<file path="src/pam_defs.svh">
// constants for the peripheral access matrix
`ifndef PAM_DEFS_SVH
`define PAM_DEFS_SVH

`define PAM_ADDR_W      16
`define PAM_DATA_W      32
`define PAM_GRP_W       5
`define PAM_GRP_LSB     11
`define PAM_GPIO_W      32
`define PAM_TRIG_W      8

`define PAM_GRP_FRAME1  5'h00
`define PAM_GRP_FRAME2  5'h01
`define PAM_GRP_SCI     5'h02
`define PAM_GRP_I2C     5'h03
`define PAM_GRP_CAN     5'h04
`define PAM_GRP_ADCCFG  5'h05
`define PAM_GRP_EMIF    5'h06
`define PAM_GRP_USB     5'h07
`define PAM_GRP_DEVCAP  5'h08
`define PAM_GRP_GPIOCFG 5'h09
`define PAM_GRP_ANASYS  5'h0a
`define PAM_GRP_RSTCFG  5'h0b
`define PAM_GRP_CLKPLL  5'h0c
`define PAM_GRP_SYSCFG  5'h0d
`define PAM_GRP_FLASH   5'h0e
`define PAM_GRP_TIMER   5'h0f
`define PAM_GRP_TRIGSEL 5'h10
`define PAM_GRP_GPIODAT 5'h11
`define PAM_GRP_ADCRES  5'h12

// groups under write-then-read ordering protection
`define PAM_PROT_MASK   32'h0003_ffff

// trigger bits: 0 pwm, 1 sigma-delta, 2 capture, 3 quadrature,
// 4 comparator, 5 dac, 6 adc, 7 serial
`define PAM_DMA_TRIG_MASK 8'hc3

`define PAM_GPIO_RST    32'h0000_0000
`endif

</file>
<file path="src/pam_pkg.sv">
// types for the peripheral access matrix
package pam_pkg;
    typedef enum logic [1:0] {
        PAM_CPU = 2'h0,
        PAM_CLA = 2'h1,
        PAM_DMA = 2'h2
    } pam_master_t;

    typedef enum logic [1:0] {
        PAM_IDLE  = 2'h0,
        PAM_ISSUE = 2'h1,
        PAM_RESP  = 2'h3
    } pam_state_t;
endpackage

</file>
<file path="src/pam_gpio_if.sv">
// carrier between the access matrix and its gpio data block
`timescale 1ns/100ps
`include "pam_defs.svh"
interface pam_gpio_if;
    logic                   wrEn;
    logic                   wrMap;
    logic                   wrCla;
    logic [`PAM_GPIO_W-1:0] wdata;
    logic [`PAM_GPIO_W-1:0] mapRd;
    logic [`PAM_GPIO_W-1:0] cpuRd;
    logic [`PAM_GPIO_W-1:0] claRd;

    modport ctrl (output wrEn, output wrMap, output wrCla, output wdata,
                  input mapRd, input cpuRd, input claRd);
    modport gpio (input wrEn, input wrMap, input wrCla, input wdata,
                  output mapRd, output cpuRd, output claRd);
endinterface

</file>
<file path="src/pam_gpio.sv">
// gpio pin map and cpu and accelerator data registers
`timescale 1ns/100ps
`include "pam_defs.svh"
module pam_gpio (
    input  wire logic                   sys_clk,
    input  wire logic                   rstnSync,
    pam_gpio_if.gpio                    bus,
    output logic [`PAM_GPIO_W-1:0]      gpioOut
);
    import pam_pkg::*;

    logic [`PAM_GPIO_W-1:0] map_q, map_d;
    logic [`PAM_GPIO_W-1:0] cpuData_q, cpuData_d;
    logic [`PAM_GPIO_W-1:0] claData_q, claData_d;
    logic [`PAM_GPIO_W-1:0] pins_q, pins_d;

    always_comb begin
        map_d     = map_q;
        cpuData_d = cpuData_q;
        claData_d = claData_q;
        if (bus.wrEn) begin
            if (bus.wrMap) begin
                map_d = bus.wdata;
            end else if (bus.wrCla) begin
                claData_d = bus.wdata;
            end else begin
                cpuData_d = bus.wdata;
            end
        end
        // map bit set hands the pin to the accelerator
        pins_d = (map_q & claData_q) | (~map_q & cpuData_q); // RULE3
    end

    always_ff @(posedge sys_clk or negedge rstnSync) begin
        if (!rstnSync) begin
            map_q     <= `PAM_GPIO_RST;
            cpuData_q <= `PAM_GPIO_RST;
            claData_q <= `PAM_GPIO_RST;
            pins_q    <= `PAM_GPIO_RST;
        end else begin
            map_q     <= map_d;
            cpuData_q <= cpuData_d;
            claData_q <= claData_d;
            pins_q    <= pins_d;
        end
    end

    assign bus.mapRd = map_q;
    assign bus.cpuRd = cpuData_q;
    assign bus.claRd = claData_q;
    assign gpioOut   = pins_q;
endmodule

</file>
<file path="src/peripheral_access_matrix.sv">
// bus-master permission and routing matrix for peripheral groups
// Summary of operation
// RULE1: frame 1 and frame 2 each go wholly to one secondary master.
// RULE2: capture, quadrature, comparator and dac events never start dma transfers.
// RULE3: cpu and accelerator own gpio data registers; pin map picks the driver.
// RULE4: capability, peripheral reset and cpu select groups serve the main cpu only.
// RULE5: gpio pin map and configuration accept only main cpu accesses.
// RULE6: dma and accelerator trigger select groups serve the main cpu only.
// RULE7: clock and pll configuration reachable only by the main cpu.
// RULE8: accelerator reaches adc results and control peripheral register sets directly.
// RULE9: protected cpu read waits until the target accepts the preceding posted cpu write.
// RULE10: unpermitted access is blocked, changes nothing, and reads back zero.
`timescale 1ns/100ps
`include "pam_defs.svh"
module peripheral_access_matrix (
    input  wire logic                       sys_clk,
    input  wire logic                       rstn,
    input  wire logic                       frame1ToDma,
    input  wire logic                       frame2ToDma,
    input  wire logic                       cpuReq,
    input  wire logic                       cpuWrite,
    input  wire logic [`PAM_ADDR_W-1:0]     cpuAddr,
    input  wire logic [`PAM_DATA_W-1:0]     cpuWdata,
    input  wire logic                       claReq,
    input  wire logic                       claWrite,
    input  wire logic [`PAM_ADDR_W-1:0]     claAddr,
    input  wire logic [`PAM_DATA_W-1:0]     claWdata,
    input  wire logic                       dmaReq,
    input  wire logic                       dmaWrite,
    input  wire logic [`PAM_ADDR_W-1:0]     dmaAddr,
    input  wire logic [`PAM_DATA_W-1:0]     dmaWdata,
    output logic                            cpuDone,
    output logic                            claDone,
    output logic                            dmaDone,
    output logic                            respDenied,
    output logic [`PAM_DATA_W-1:0]          respRdata,
    output logic                            tgtReq,
    output logic                            tgtWrite,
    output logic [`PAM_ADDR_W-1:0]          tgtAddr,
    output logic [`PAM_DATA_W-1:0]          tgtWdata,
    output pam_pkg::pam_master_t            tgtMaster,
    input  wire logic                       tgtAccept,
    input  wire logic [`PAM_DATA_W-1:0]     tgtRdata,
    input  wire logic [`PAM_TRIG_W-1:0]     periphTrig,
    output logic [`PAM_TRIG_W-1:0]          dmaTrig,
    output logic [`PAM_GPIO_W-1:0]          gpioOut
);
    import pam_pkg::*;

    logic                   rstnMeta_q;
    logic                   rstnSync;
    pam_state_t             st_q, st_d;
    logic [2:0]             done_q, done_d;
    logic                   denied_q, denied_d;
    logic [`PAM_DATA_W-1:0] rdata_q, rdata_d;
    logic                   tReq_q, tReq_d;
    logic                   tWr_q, tWr_d;
    logic [`PAM_ADDR_W-1:0] tAddr_q, tAddr_d;
    logic [`PAM_DATA_W-1:0] tData_q, tData_d;
    pam_master_t            tMst_q, tMst_d;
    logic                   postSel_q, postSel_d;
    logic                   postValid_q, postValid_d;
    logic [`PAM_ADDR_W-1:0] postAddr_q, postAddr_d;
    logic [`PAM_DATA_W-1:0] postData_q, postData_d;
    logic [`PAM_TRIG_W-1:0] trig_q, trig_d;

    logic                   go;
    logic                   gPost;
    logic                   gWr;
    pam_master_t            gM;
    logic [`PAM_ADDR_W-1:0] gAddr;
    logic [`PAM_DATA_W-1:0] gData;
    logic [`PAM_GRP_W-1:0]  gGrp;

    pam_gpio_if gpioBus ();

    function automatic logic [`PAM_GRP_W-1:0] grpOf(input logic [`PAM_ADDR_W-1:0] a);
        grpOf = a[`PAM_ADDR_W-1:`PAM_GRP_LSB];
    endfunction

    function automatic logic protOf(input logic [`PAM_ADDR_W-1:0] a);
        logic [31:0] m;
        m = `PAM_PROT_MASK;
        protOf = m[grpOf(a)];
    endfunction

    function automatic logic permOk(input logic [`PAM_GRP_W-1:0] g,
                                    input pam_master_t m,
                                    input logic f1Dma,
                                    input logic f2Dma);
        unique case (g)
            // a frame belongs whole to the cpu and its one secondary
            `PAM_GRP_FRAME1:  permOk = (m == PAM_CPU) ||
                                       (f1Dma ? (m == PAM_DMA) : (m == PAM_CLA)); // RULE1 RULE8
            `PAM_GRP_FRAME2:  permOk = (m == PAM_CPU) ||
                                       (f2Dma ? (m == PAM_DMA) : (m == PAM_CLA)); // RULE1
            `PAM_GRP_ADCCFG,
            `PAM_GRP_GPIODAT: permOk = (m != PAM_DMA);
            `PAM_GRP_EMIF:    permOk = (m != PAM_CLA);
            `PAM_GRP_ADCRES:  permOk = 1'b1; // RULE8
            `PAM_GRP_DEVCAP,
            `PAM_GRP_GPIOCFG,
            `PAM_GRP_TRIGSEL,
            `PAM_GRP_CLKPLL,
            `PAM_GRP_SCI,
            `PAM_GRP_I2C,
            `PAM_GRP_CAN,
            `PAM_GRP_USB,
            `PAM_GRP_ANASYS,
            `PAM_GRP_RSTCFG,
            `PAM_GRP_SYSCFG,
            `PAM_GRP_FLASH,
            `PAM_GRP_TIMER:   permOk = (m == PAM_CPU); // RULE4 RULE5 RULE6 RULE7
            default:          permOk = 1'b0;
        endcase
    endfunction

    // reset release through two flops
    always_ff @(posedge sys_clk or negedge rstn) begin
        if (!rstn) begin
            rstnMeta_q <= 1'b0;
            rstnSync   <= 1'b0;
        end else begin
            rstnMeta_q <= 1'b1;
            rstnSync   <= rstnMeta_q;
        end
    end

    always_comb begin
        st_d        = st_q;
        done_d      = 3'h0;
        denied_d    = 1'b0;
        rdata_d     = rdata_q;
        tReq_d      = tReq_q;
        tWr_d       = tWr_q;
        tAddr_d     = tAddr_q;
        tData_d     = tData_q;
        tMst_d      = tMst_q;
        postSel_d   = postSel_q;
        postValid_d = postValid_q;
        postAddr_d  = postAddr_q;
        postData_d  = postData_q;
        // event inputs of frame 1 that may not reach the dma are cut here
        trig_d      = periphTrig & `PAM_DMA_TRIG_MASK; // RULE2
        gpioBus.wrEn  = 1'b0;
        gpioBus.wrMap = 1'b0;
        gpioBus.wrCla = 1'b0;
        // default from the cpu port so the bus never reads a not yet assigned value
        gpioBus.wdata = cpuWdata;
        go    = 1'b0;
        gPost = 1'b0;
        gWr   = 1'b0;
        gM    = PAM_CPU;
        gAddr = cpuAddr;
        gData = cpuWdata;
        gGrp  = grpOf(gAddr);
        unique case (st_q)
            PAM_IDLE: begin
                // a protected read must not overtake the posted write
                if (cpuReq && !cpuWrite && !(postValid_q && protOf(cpuAddr))) begin // RULE9
                    go = 1'b1;
                end else if (cpuReq && cpuWrite && !postValid_q) begin
                    // posting frees the cpu; denied writes never reach the slot
                    done_d[PAM_CPU] = 1'b1;
                    st_d            = PAM_RESP;
                    rdata_d         = '0;
                    if (permOk(grpOf(cpuAddr), PAM_CPU, frame1ToDma, frame2ToDma)) begin
                        postValid_d = 1'b1;
                        postAddr_d  = cpuAddr;
                        postData_d  = cpuWdata;
                    end else begin
                        denied_d = 1'b1; // RULE10
                    end
                end else if (postValid_q) begin
                    go    = 1'b1;
                    gPost = 1'b1;
                    gWr   = 1'b1;
                    gAddr = postAddr_q;
                    gData = postData_q;
                end else if (claReq) begin
                    go    = 1'b1;
                    gM    = PAM_CLA;
                    gWr   = claWrite;
                    gAddr = claAddr;
                    gData = claWdata;
                end else if (dmaReq) begin
                    go    = 1'b1;
                    gM    = PAM_DMA;
                    gWr   = dmaWrite;
                    gAddr = dmaAddr;
                    gData = dmaWdata;
                end
                gGrp          = grpOf(gAddr);
                gpioBus.wdata = gData;
                if (go) begin
                    if (!permOk(gGrp, gM, frame1ToDma, frame2ToDma)) begin
                        done_d[gM] = 1'b1; // RULE10
                        denied_d   = 1'b1;
                        rdata_d    = '0;
                        st_d       = PAM_RESP;
                    end else if (gGrp == `PAM_GRP_GPIOCFG || gGrp == `PAM_GRP_GPIODAT) begin
                        // gpio data lands in the register of the requesting master
                        gpioBus.wrEn  = gWr;
                        gpioBus.wrMap = (gGrp == `PAM_GRP_GPIOCFG); // RULE5
                        gpioBus.wrCla = (gM == PAM_CLA); // RULE3
                        if (gPost) begin
                            postValid_d = 1'b0;
                        end else begin
                            done_d[gM] = 1'b1;
                            st_d       = PAM_RESP;
                            if (gWr) begin
                                rdata_d = '0;
                            end else if (gGrp == `PAM_GRP_GPIOCFG) begin
                                rdata_d = gpioBus.mapRd;
                            end else begin
                                rdata_d = (gM == PAM_CLA) ? gpioBus.claRd : gpioBus.cpuRd;
                            end
                        end
                    end else begin
                        tReq_d    = 1'b1;
                        tWr_d     = gWr;
                        tAddr_d   = gAddr;
                        tData_d   = gData;
                        tMst_d    = gM;
                        postSel_d = gPost;
                        st_d      = PAM_ISSUE;
                    end
                end
            end
            PAM_ISSUE: begin
                if (tgtAccept) begin
                    tReq_d = 1'b0;
                    if (postSel_q) begin
                        postValid_d = 1'b0; // RULE9
                        st_d        = PAM_IDLE;
                    end else begin
                        done_d[tMst_q] = 1'b1;
                        rdata_d        = tWr_q ? '0 : tgtRdata;
                        st_d           = PAM_RESP;
                    end
                end
            end
            PAM_RESP: begin
                st_d = PAM_IDLE;
            end
        endcase
    end

    always_ff @(posedge sys_clk or negedge rstnSync) begin
        if (!rstnSync) begin
            st_q        <= PAM_IDLE;
            done_q      <= 3'h0;
            denied_q    <= 1'b0;
            rdata_q     <= '0;
            tReq_q      <= 1'b0;
            tWr_q       <= 1'b0;
            tAddr_q     <= '0;
            tData_q     <= '0;
            tMst_q      <= PAM_CPU;
            postSel_q   <= 1'b0;
            postValid_q <= 1'b0;
            postAddr_q  <= '0;
            postData_q  <= '0;
            trig_q      <= '0;
        end else begin
            st_q        <= st_d;
            done_q      <= done_d;
            denied_q    <= denied_d;
            rdata_q     <= rdata_d;
            tReq_q      <= tReq_d;
            tWr_q       <= tWr_d;
            tAddr_q     <= tAddr_d;
            tData_q     <= tData_d;
            tMst_q      <= tMst_d;
            postSel_q   <= postSel_d;
            postValid_q <= postValid_d;
            postAddr_q  <= postAddr_d;
            postData_q  <= postData_d;
            trig_q      <= trig_d;
        end
    end

    pam_gpio gpioBlk (
        .sys_clk  (sys_clk),
        .rstnSync (rstnSync),
        .bus      (gpioBus),
        .gpioOut  (gpioOut)
    );

    assign cpuDone    = done_q[PAM_CPU];
    assign claDone    = done_q[PAM_CLA];
    assign dmaDone    = done_q[PAM_DMA];
    assign respDenied = denied_q;
    assign respRdata  = rdata_q;
    assign tgtReq     = tReq_q;
    assign tgtWrite   = tWr_q;
    assign tgtAddr    = tAddr_q;
    assign tgtWdata   = tData_q;
    assign tgtMaster  = tMst_q;
    assign dmaTrig    = trig_q;
endmodule

</file>
<file path="config.mk">
export PLATFORM = sky130hd
export DESIGN_NAME = peripheral_access_matrix
export DESIGN_NICKNAME = d
export VERILOG_FILES = /design/src/pam_pkg.sv /design/src/pam_gpio_if.sv /design/src/pam_gpio.sv /design/src/peripheral_access_matrix.sv
export VERILOG_INCLUDE_DIRS = /design/src
export SDC_FILE = /design/constraint.sdc
export NUM_CORES = 1
export LEC_CHECK = 0
export BUFFER_PORTS_ARGS = -buffer_cell sky130_fd_sc_hd__buf_2
export CORE_UTILIZATION = 55
export DETAILED_ROUTE_END_ITERATION = 12
export PLACE_DENSITY = 0.81
export SYNTH_ARGS = -nofsm -noshare
export SYNTH_HDL_FRONTEND = slang
export SYNTH_SLANG_ARGS = --single-unit
</file>
<file path="constraint.sdc">
create_clock -name sys_clk -period 14.74 [get_ports sys_clk]
set_clock_uncertainty 0.15 [all_clocks]
set_input_delay 0.737 -clock sys_clk [delete_from_list [all_inputs] [get_ports sys_clk]]
set_output_delay 0.737 -clock sys_clk [all_outputs]
set_load 0.1 [all_outputs]
</file>
==> results.md, run 1 <==
- Primary FF master, synth: sky130_fd_sc_hd__dfrtp_1
- Worst path slowest cell: sky130_fd_sc_hd__or3_4
- Hold crit path type: input pin to flip-flop
- Clock latency reported for the late side of the worst-skew pair: between 0.5 and 0.6 ns
- RSZ-0062 raised after global routing: no
- Maximum number of pins on one net before global-route repair: just under 100
- Width of the die: between 150 and 200 um
- Number of port buffers: roughly 310
- Min cycle time layout: between 5 and 6 ns
- Die area: 26600 um^2
- Startpoint of the most critical setup path: postValid_q
- Number of enable-type register cells in the synthesized netlist: 0
- Category of the critical setup timing path: flip-flop to flip-flop
- Total global-route track usage: 0.299
- Area growth, synth to finish: 18.9%
- Fin crit share: 0.360
- Data arrival time of the critical path: 5.58 ns
- Ratio of cells with drive above 1 in the final layout: 0.386
- Initial Util: 0.563
- Setup WS pre-CTS: around 9.4 ns
- Per-instance average area after synthesis: approximately 11 um^2
- Sink count of the clock tree: about 270
- Data required, critical path: about 15 ns
- IO Count: roughly 320
- Num CTS Buffers: 29
- Via count of the first global-routing pass: 11500
- Clock Power Share: 0.169
- Commonest cells after routing, fill and taps aside: 314 x sky130_fd_sc_hd__buf_2, 272 x sky130_fd_sc_hd__dfrtp_1, 253 x sky130_fd_sc_hd__nand2_1, 179 x sky130_fd_sc_hd__mux2_2, 85 x sky130_fd_sc_hd__o21ai_0
- Core box area: between 20000 and 30000 um^2
- Total global routing overflow: 0
- Combinational cell fraction of total power: 0.560
- Buffer cell driving the clock tree root: sky130_fd_sc_hd__clkbuf_16
- Outcome: completed
- Worst-margin pin slew: ~1.1 ns
- Routed vias/inst: 6.05
- Synth area leaders: sky130_fd_sc_hd__dfrtp_1 48%, sky130_fd_sc_hd__mux2_2 14%, sky130_fd_sc_hd__nand2_1 6.7%
- Final routed DRC violation total: 0
- TritonCTS clock tree: built
- Overall power: 4.41 mW
- Antenna-violating nets left: 0
- Final Slew Violations: 0
- Peak fanout along the critical path: between 60 and 70
- Hpwl dp: between 20000 and 30000 um
- Setup violation total in the final timing report: 0
- Critical Path Most Common Cell: sky130_fd_sc_hd__buf_4
- Final weighted congestion in routability-driven placement: ~0.9
- Portion of the post-synthesis area used by sequential elements: 0.480
- Most frequent standard cell in the layout excluding fill and tap cells: sky130_fd_sc_hd__buf_2
- Antenna violations before repair: 1
- Number of DRC markers in iteration 0: 1074
- Count of warnings emitted by yosys: 0
- Number of placement rows: 58
- Number of distinct standard cells referenced by the synthesized netlist: 56
- Relative max-transition margin: 0.264
- Final antenna diode count: 0
- Final-layout worst hold slack: around 0.15 ns
- Longest individual stage delay on the worst path: 0.90 ns
- Static Leak: 8.49 nW
- Count of instances resized after the clock tree is built: 0
- H-tree levels: 1
- Max frequency: approximately 190 MHz
- Worst supply voltage drop on vdd: 0.000219 V
- Kind of start point of the critical path: flip-flop
- Proportion of total power due to net switching: 0.523
- P_int: ~2.1 mW
- Wire length of the first global-routing pass: around 63000 um
- Number of vias in the routed layout: about 12000
- Router iterations before antenna repair: 5
- Area leader, netlist: sky130_fd_sc_hd__dfrtp_1
- Areal power density over the cells: between 200 and 300 nW/um^2
- Buffers inserted during post-CTS setup optimization: 0
- Fin Setup TNS: 0 ns
- Final worst setup slack: about 9.4 ns
- Die span in y: approximately 160 um
- Net count reported at finish: 1808
- Synth top area share: 0.480
- Post-DR wirelength/cell: a little over 20 um
- Type of destination of the critical path: flip-flop
- Cell-by-cell listing of the critical path: buf_4, inv_2, a21oi_2, a221o_1, nor3_1, o2bb2ai_1, a311o_1, nor2_2, buf_4, or3_4, mux2_2
- Filler Cell Count: ~1900
- Kind of cell with the highest combined delay on the critical path: compound AO/OA/AOI/OAI gates
- Number of hold buffers added after cts: 1
- Area of the mapped netlist: 14300 um^2
- Synth async-reset ratio: 1.00
- Clk pin slew, worst setup/hold paths: 0.06 ns
- Longest Clk Path Bufs: 3
- Launch instance of the worst register-to-register path: postValid_q
- Sw Pwr: roughly 2.3 mW
- Max capacitance violation total: 0
- Number of buffers and inverters on the critical path: 3
- Worst min-delay path startpoint: periphTrig[1]
- Routed wire length: about 40000 um
- Post-synthesis sequential element count: ~270
- Reg power frac: 0.271
- Total count of hold-check failures in the final report: 0
- Post-Synthesis Cells: 1356
[cell families after synthesis]
family	share of synthesized area
muxes	0.197
and+or+nand+nor	0.102
buffers and inverters	0.0397
AOI/OAI and AO/OA	0.180
other	0.000526
xor gates and xnor gates	0.000614
DFF	0.480
[worst paths after layout]
check	to	slack, ns	cells past startpoint
setup / recovery	tgtWdata[0]	9.44	11
max in group asynchronous	postValid_q	11.84	2
min in group asynchronous	tgtWdata[13]	0.29	0
hold / removal	dmaTrig[1]	0.15	1
hold reg to reg	rstnSync	0.22	0
setup reg to reg	tgtWdata[0]	9.44	11
[power groups by stage]
stage	clock (mW)	combinational [mW]	sequential, mW
finish	0.748	2.47	1.20
global route	0.786	2.60	1.23
CTS	0.757	2.46	1.19
detailed placement	0	2.46	1.20
global placement	0	2.41	1.19
floorplan	0	0.982	2.19
[area by class of cell]
class / instances / area [um^2] / share of cell area
multi-input cells: 961 / 6940 / 0.409
well taps: 330 / 413 / 0.0243
clock inverters: 8 / 98.8 / 0.00582
flip-flops and latches: 274 / 6860 / 0.404
clock buffers: 44 / 882 / 0.0520
inverters: 11 / 41.3 / 0.00243
repair buffers: 336 / 1740 / 0.102
[metrics by stage]
stage | util | area [um^2] | std cells
6_report | 0.670 | 17000 | 1964
5_1_grt | 0.670 | 17000 | 1964
4_1_cts | 0.670 | 17000 | 1964
3_5_place_dp | 0.631 | 16000 | 1911
3_3_place_gp | 0.631 | 16000 | 1911
2_1_floorplan | - | 14300 | 1359
[metal layers]
layer  track usage  part of all wire
met2         0.468              0.46
met5             0           0.00033
met4        0.0663             0.016
met3        0.0612             0.086
met1         0.429              0.44
[registers in the layout (all words and copies together) (netlist names)]
signal             count
tgtMaster              2
postSel_q              1
st_q                   2
respDenied             1
gpioBlk.bus.cpuRd     32
postValid_q            1
postAddr_q            16
dmaTrig                4
gpioBlk.bus.mapRd     32
respRdata             32
tgtAddr               16
tgtWdata              32
rstnSync               1
gpioBlk.bus.claRd     32
done_q                 3
postData_q            32
gpioBlk.gpioOut       32
rstnMeta_q             1
tgtReq                 1
tgtWrite               1
[cells in the mapped netlist, drive strengths merged, types with 3 or more instances]
| library cell | instances |
|---|---|
| nand3 | 36 |
| mux2i | 5 |
| and2 | 3 |
| o21ai | 89 |
| a31oi | 34 |
| nor2 | 16 |
| nand2b | 6 |
| clkbuf | 74 |
| a21o | 33 |
| mux2 | 229 |
| inv | 11 |
| a221o | 33 |
| dfrtp | 274 |
| buf | 39 |
| a221oi | 3 |
| a22oi | 44 |
| nor3 | 11 |
| o211a | 4 |
| o211ai | 67 |
| nor4 | 3 |
| nand2 | 254 |
| o31ai | 3 |
| a21oi | 45 |
| a22o | 11 |
Note: power is estimated with default switching activity, not from simulation.
==> run 2, diff against run 1 <==
--- a/config.mk
+++ b/config.mk
@@ -6,6 +6,7 @@
 export SDC_FILE = /design/constraint.sdc
 export NUM_CORES = 1
 export LEC_CHECK = 0
+export ABC_AREA = 1
 export BUFFER_PORTS_ARGS = -buffer_cell sky130_fd_sc_hd__buf_2
 export CORE_UTILIZATION = 55
 export DETAILED_ROUTE_END_ITERATION = 12
==> constraint.sdc (replaced) <==
create_clock -name sys_clk -period 5.15 [get_ports sys_clk]
set_clock_uncertainty 0.15 [all_clocks]
set_input_delay 0.2575 -clock sys_clk [delete_from_list [all_inputs] [get_ports sys_clk]]
set_output_delay 0.2575 -clock sys_clk [all_outputs]
set_load 0.1 [all_outputs]
==> results.md, run 2 <==
- Outcome: completed
- TritonCTS clock tree: built
- Combinational cell fraction of total power: 0.537
- Worst supply voltage drop on vdd: approximately 0.00047 V
- Post-DR wirelength/cell: 16.4 um
- Overall power: between 10 and 15 mW
- Setup WS pre-CTS: roughly 0.6 ns
- Hold Path Cell Cnt: 6
- Die area: about 28000 um^2
- Max frequency: around 220 MHz
- Clk pin slew, worst setup/hold paths: ~0.060 ns
- Primary FF master, synth: sky130_fd_sc_hd__dfrtp_1
- Buffer cell driving the clock tree root: sky130_fd_sc_hd__clkbuf_16
- H-tree levels: 1
- Areal power density over the cells: between 600 and 700 nW/um^2
- Antenna violations before repair: 2
- Sw Pwr: approximately 6.3 mW
- Net count reported at finish: 2511
- Final worst setup slack: 0.552 ns
- Longest Clk Path Bufs: 3
- Launch instance of the worst register-to-register path: postValid_q
- Buffers inserted during post-CTS setup optimization: 0
- Peak fanout along the critical path: 49
- Number of placement rows: 59
- Num CTS Buffers: 30
- Count of instances resized after the clock tree is built: 0
- Count of warnings emitted by yosys: 0
- Total global routing overflow: 0
- Most frequent standard cell in the layout excluding fill and tap cells: sky130_fd_sc_hd__nand2_1
- Startpoint of the most critical setup path: postValid_q
- Longest individual stage delay on the worst path: 0.80 ns
- Per-instance average area after synthesis: about 7.5 um^2
- Max capacitance violation total: 0
- Post-Layout Inst Area: 18400 um^2
- Setup violation total in the final timing report: 0
- Clock latency reported for the late side of the worst-skew pair: between 0.5 and 0.6 ns
- Post-DP Area: between 15000 and 20000 um^2
- Clock Power Share: 0.191
- Number of DRC markers in iteration 0: ~1600
- Cell-by-cell listing of the critical path: buf_4, nand2_2, nand2_4, nand2_2, nand2_1, nand2_2, inv_2, nand2_1, nor2_2, buf_4, nand2_4, inv_2, nand4_4, buf_4, nand2_1, o21ai_2
- Worst-margin pin slew: ~1.3 ns
- Relative max-transition margin: 0.114
- Total count of hold-check failures in the final report: 0
- Type of destination of the critical path: flip-flop
- Area growth, synth to finish: 22.9%
- Routed vias/inst: approximately 5.5
- Final Slew Violations: 0
- Final routed DRC violation total: 0
- Fin Setup TNS: 0 ns
- Wire length of the first global-routing pass: 70500 um
- Maximum number of pins on one net before global-route repair: 106
- Reg power frac: 0.272
- Initial Util: 0.567
- Post-Synthesis Cells: around 2000
- Via count of the first global-routing pass: approximately 14000
- Die span in y: roughly 170 um
- Number of enable-type register cells in the synthesized netlist: 0
- Filler Cell Count: roughly 2100
- Proportion of total power due to net switching: 0.539
- RSZ-0062 raised after global routing: no
- Antenna-violating nets left: 0
- IO Count: about 320
- Router iterations before antenna repair: 6
- Static Leak: ~9.5 nW
- P_int: around 5.4 mW
- Data required, critical path: approximately 5.4 ns
- Post-synthesis sequential element count: 274
- Area of the mapped netlist: approximately 15000 um^2
- Hpwl dp: between 20000 and 30000 um
- Area leader, netlist: sky130_fd_sc_hd__dfrtp_1
- Post-layout instance count excluding filler cells: ~2700
- Synth top area share: 0.459
- Number of distinct standard cells referenced by the synthesized netlist: 37
- Kind of start point of the critical path: flip-flop
- Portion of the post-synthesis area used by sequential elements: 0.459
- Post-synth top cells: 574 x sky130_fd_sc_hd__nand2_1, 274 x sky130_fd_sc_hd__dfrtp_1, 236 x sky130_fd_sc_hd__inv_1, 212 x sky130_fd_sc_hd__o21ai_0, 147 x sky130_fd_sc_hd__nand3_1
- Synth async-reset ratio: 1.00
- Routed wire length: 43800 um
- Min cycle time layout: 4.60 ns
- Worst path slowest cell: sky130_fd_sc_hd__nand4_4
- Category of the critical setup timing path: flip-flop to flip-flop
- Number of cell instances on the worst register-to-register path: 16
- Worst min-delay path startpoint: cpuReq
- Width of the die: between 150 and 200 um
- Synth area leaders: sky130_fd_sc_hd__dfrtp_1 46%, sky130_fd_sc_hd__nand2_1 14%, sky130_fd_sc_hd__o21ai_0 7.1%
- Hold crit path type: input pin to flip-flop
- Sink count of the clock tree: 274
- Number of hold buffers added after cts: just under 90
- Number of vias in the routed layout: ~15000
- Commonest cells after routing, fill and taps aside: 573 x sky130_fd_sc_hd__nand2_1, 314 x sky130_fd_sc_hd__buf_2, 272 x sky130_fd_sc_hd__dfrtp_1, 235 x sky130_fd_sc_hd__inv_1, 212 x sky130_fd_sc_hd__o21ai_0
- Data arrival time of the critical path: around 4.9 ns
- Fin crit share: 0.893
- Core box area: ~26000 um^2
- Number of port buffers: around 310
- Ratio of cells with drive above 1 in the final layout: 0.196
- Final weighted congestion in routability-driven placement: a little under 0.9
- Total global-route track usage: 0.312
- Cell total after placement: 2532
- Most common cell in the synthesized netlist: sky130_fd_sc_hd__nand2_1
==> run 2: cell count changes after synthesis, moves of 47 or more <==
cell / previous run / this run
sky130_fd_sc_hd__mux2_4: 47 / 0
sky130_fd_sc_hd__nor2_1: 16 / 133
sky130_fd_sc_hd__inv_1: 10 / 236
sky130_fd_sc_hd__mux2_2: 179 / 2
sky130_fd_sc_hd__o211ai_1: 67 / 0
sky130_fd_sc_hd__o21ai_0: 85 / 212
sky130_fd_sc_hd__nand3_1: 36 / 147
sky130_fd_sc_hd__nand2_1: 254 / 574
==> run 2: routing by layer <==
layer	GRT usage	wire length [um]	vias up
met2	0.510	20500	681
li1	-	-	7116
met1	0.432	19000	6819
met5	0	0	-
met4	0.0954	1120	0
met3	0.0421	3120	78
==> run 2: cell type report <==
type	instances	area (um^2)	area share
Sequential cell	274	6860	0.374
Multi-Input combinational cell	1341	6510	0.354
Timing Repair Buffer	421	2620	0.143
Inverter	248	931	0.0507
Clock buffer	44	863	0.0470
Tap cell	335	419	0.0228
Clock inverter	9	159	0.00865
Antenna cell	2	5.00	0.000273
==> run 2: final timing paths <==
path / end / slack, ns
worst min-delay path: done_q[1] / 0.11
worst min register to register: tgtWdata[13] / 0.16
worst max-delay path: gpioBlk.bus.mapRd[7] / 0.55
max in group asynchronous: gpioBlk.bus.claRd[6] / 3.52
worst max register to register: gpioBlk.bus.mapRd[7] / 0.55
min in group asynchronous: tgtWdata[13] / 0.16
==> run 2: worst max-delay path, delay by kind of cell (launching register included) <==
family | cells | cell delay, ns
buffers and inverters | 5 | 1.85
and+or+nand+nor | 10 | 1.97
DFF | 1 | 0.40
AOI/OAI and AO/OA | 1 | 0.06
==> run 2: kinds of logic (layout without fill, tap and decap cells) <==
logic type | Yosys count | in the layout | synth area share
XOR/XNOR | 1 | 1 | 0.000586
flip-flops | 274 | 274 | 0.459
AO/OA/AOI/OAI | 444 | 444 | 0.180
multiplexers | 2 | 2 | 0.00151
buffers and inverters | 381 | 722 | 0.110
AND/OR/NAND/NOR | 889 | 889 | 0.249
other | 2 | 7 | 0.000502
==> run 2: metrics by stage <==
stage / hold slack [ns] / utilization
5_1_grt: 0.139 / 0.697
2_1_floorplan: -0.188 / -
4_1_cts: 0.0855 / 0.697
3_3_place_gp: -0.107 / 0.625
3_5_place_dp: -0.103 / 0.625
6_report: 0.108 / 0.697
==> run 2: power by group through the flow <==
| stage | clock network [mW] | registers [mW] | logic, mW |
|---|---|---|---|
| after floorplan | 0 | 5.78 | 2.39 |
| after global placement | 0 | 3.19 | 6.10 |
| after detailed placement | 0 | 3.21 | 6.21 |
| after CTS | 2.26 | 3.18 | 6.28 |
| after global routing | 2.35 | 3.27 | 6.75 |
| final | 2.24 | 3.20 | 6.31 |
==> run 3, diff against run 2 <==
--- a/config.mk
+++ b/config.mk
@@ -10,6 +10,7 @@
 export BUFFER_PORTS_ARGS = -buffer_cell sky130_fd_sc_hd__buf_2
 export CORE_UTILIZATION = 55
 export DETAILED_ROUTE_END_ITERATION = 12
+export MAX_ROUTING_LAYER = met4
 export PLACE_DENSITY = 0.81
 export SYNTH_ARGS = -nofsm -noshare
 export SYNTH_HDL_FRONTEND = slang
==> results.md, run 3 (synthesis gave the netlist of run 2 again) <==
- Via count of the first global-routing pass: around 14000
- Final-layout worst hold slack: between 0.1 and 0.15 ns
- Number of vias in the routed layout: around 15000
- Hpwl dp: 29200 um
- Post-layout instance count excluding filler cells: around 2700
- Number of cell instances on the worst register-to-register path: 13
- Die span in y: between 150 and 200 um
- Category of the critical setup timing path: flip-flop to flip-flop
- Fin crit share: 0.886
- Longest Clk Path Bufs: 3
- Buffer cell driving the clock tree root: sky130_fd_sc_hd__clkbuf_16
- RSZ-0062 raised after global routing: no
- Areal power density over the cells: between 600 and 700 nW/um^2
- Worst path slowest cell: sky130_fd_sc_hd__nand4_4
- Total count of hold-check failures in the final report: 0
- Type of destination of the critical path: flip-flop
- TritonCTS clock tree: built
- Wire length of the first global-routing pass: about 72000 um
- Net count reported at finish: between 2000 and 3000
- Kind of start point of the critical path: flip-flop
- Launch instance of the worst register-to-register path: postValid_q
- Cell total after placement: around 2500
- Max frequency: 219 MHz
- Ratio of cells with drive above 1 in the final layout: 0.198
- Worst supply voltage drop on vdd: ~0.00047 V
- P_int: about 5.4 mW
- Width of the die: ~170 um
- Relative max-transition margin: 0.161
- Final weighted congestion in routability-driven placement: 0.893
- R2R Setup Slk: approximately 0.59 ns
- Number of placement rows: 59
- Worst R2R End: gpioBlk.bus.mapRd[19]
- Clock latency reported for the late side of the worst-skew pair: 0.57 ns
- Antenna-violating nets left: 0
- Routed vias/inst: 5.50
- Hold Path Cell Cnt: 6
- Most frequent standard cell in the layout excluding fill and tap cells: sky130_fd_sc_hd__nand2_1
- Setup WS pre-CTS: slightly above 0.6 ns
- Number of port buffers: 314
- Buffers inserted during post-CTS setup optimization: 0
- Final routed DRC violation total: 0
- Core occupancy in the finished layout: 0.696
- Data arrival time of the critical path: ~4.8 ns
- Sink count of the clock tree: 274
- Maximum number of pins on one net before global-route repair: ~110
- Longest individual stage delay on the worst path: ~0.75 ns
- Static Leak: around 9.5 nW
- Proportion of total power due to net switching: 0.542
- Peak fanout along the critical path: between 50 and 60
- Endpoint with the worst hold slack: done_q[1]
- Combinational cell fraction of total power: 0.537
- Router iterations before antenna repair: 5
- Fin Setup TNS: 0 ns
- Commonest cells after routing, fill and taps aside: 573 x sky130_fd_sc_hd__nand2_1, 314 x sky130_fd_sc_hd__buf_2, 272 x sky130_fd_sc_hd__dfrtp_1, 235 x sky130_fd_sc_hd__inv_1, 212 x sky130_fd_sc_hd__o21ai_0
- Clk pin slew, worst setup/hold paths: 0.06 ns
- Data required, critical path: about 5.4 ns
- Number of buffers and inverters on the critical path: 3
- Setup violation total in the final timing report: 0
- Antenna violations before repair: 3
- Post-DR wirelength/cell: between 15 and 20 um
- Clock Power Share: 0.189
- Core box area: ~26000 um^2
- Die area: between 20000 and 30000 um^2
- Outcome: completed
- Count of instances resized after the clock tree is built: 0
- Area growth, synth to finish: 22.8%
- Total global routing overflow: 0
- Reg power frac: 0.274
- Worst-margin pin slew: between 1 and 1.5 ns
- Filler Cell Count: 2120
- Cell-by-cell listing of the critical path: buf_4, nand2_2, nand2_4, nand2_2, nand2_1, nand3_4, nor2_4, nand2_4, inv_2, nand4_4, buf_4, nand2_1, o21ai_2
- Hold crit path type: input pin to flip-flop
- Kind of cell with the highest combined delay on the critical path: simple AND/OR/NAND/NOR gates
- H-tree levels: 1
- Number of DRC markers in iteration 0: around 1500
- Total global-route track usage: 0.329
- Sw Pwr: about 6.4 mW
- Number of hold buffers added after cts: between 80 and 90
- Max capacitance violation total: 0
- Final worst setup slack: between 0.5 and 0.6 ns
- IO Count: 323
- Routed wire length: approximately 44000 um
- Initial Util: 0.567
- Num CTS Buffers: 31
- Final Slew Violations: 0
- Worst min-delay path startpoint: cpuReq
- Min cycle time layout: around 4.6 ns
==> run 3: cell count changes in the layout (fill, tap and decap cells not counted), sizes merged <==
cell	before	now
inv	245	246
clkinvlp	1	3
diode	2	3
clkinv	7	11
bufinv	4	3
clkbuf	44	42
buf	334	333
==> run 3: power by group through the flow <==
stage	logic, mW	registers, mW	clock network [mW]
2_1_floorplan	2.39	5.78	0
3_3_place_gp	6.09	3.19	0
3_5_place_dp	6.19	3.23	0
4_1_cts	6.27	3.20	2.25
5_1_grt	6.77	3.28	2.35
6_report	6.30	3.22	2.21
==> run 3: worst reg2reg max path: stages, from the launching register on <==
cell and delay [ns]:
sky130_fd_sc_hd__dfrtp_2 0.36, sky130_fd_sc_hd__buf_4 0.46, sky130_fd_sc_hd__nand2_2 0.13, sky130_fd_sc_hd__nand2_4 0.12, sky130_fd_sc_hd__nand2_2 0.14, sky130_fd_sc_hd__nand2_1 0.16, sky130_fd_sc_hd__nand3_4 0.13, sky130_fd_sc_hd__nor2_4 0.51
sky130_fd_sc_hd__nand2_4 0.31, sky130_fd_sc_hd__inv_2 0.49, sky130_fd_sc_hd__nand4_4 0.77, sky130_fd_sc_hd__buf_4 0.55, sky130_fd_sc_hd__nand2_1 0.11, sky130_fd_sc_hd__o21ai_2 0.05
==> run 3: worst max-delay path by stage <==
stage           startpoint                    end  slack (ns)  depth (start not counted)
2_1_floorplan     rstnSync             dmaTrig[0]        0.51                          0
3_3_place_gp   postValid_q  gpioBlk.bus.mapRd[19]        0.68                         13
3_5_place_dp   postValid_q  gpioBlk.bus.mapRd[19]        0.61                         13
4_1_cts        postValid_q  gpioBlk.bus.mapRd[19]        0.62                         13
5_1_grt        postValid_q   gpioBlk.bus.cpuRd[3]        0.27                         17
6_report       postValid_q  gpioBlk.bus.mapRd[19]        0.59                         13
==> run 3: cell type report <==
cell class,count,area (um^2),area share
Clock inverter,15,173,0.00941
Clock buffer,42,857,0.0467
Timing Repair Buffer,420,2600,0.142
Antenna cell,3,7.51,0.000409
Tap cell,335,419,0.0228
Multi-Input combinational cell,1341,6510,0.355
Inverter,248,931,0.0507
Sequential cell,274,6860,0.374
==> run 3: through the flow <==
step / area (um^2) / total power [mW]
finish: 18400 / 11.7
global route: 18400 / 12.4
CTS: 18300 / 11.7
detailed placement: 16400 / 9.42
global placement: 16400 / 9.28
floorplan: 15000 / 8.17
==> run 3: layer usage <==
| metal | up-vias | GRT usage | routed length (um) |
|---|---|---|---|
| met5 | - | - | 0 |
| met4 | 0 | 0.0982 | 1160 |
| met3 | 79 | 0.0478 | 3190 |
| met2 | 632 | 0.525 | 20900 |
| met1 | 6884 | 0.436 | 19100 |
| li1 | 7131 | - | - |
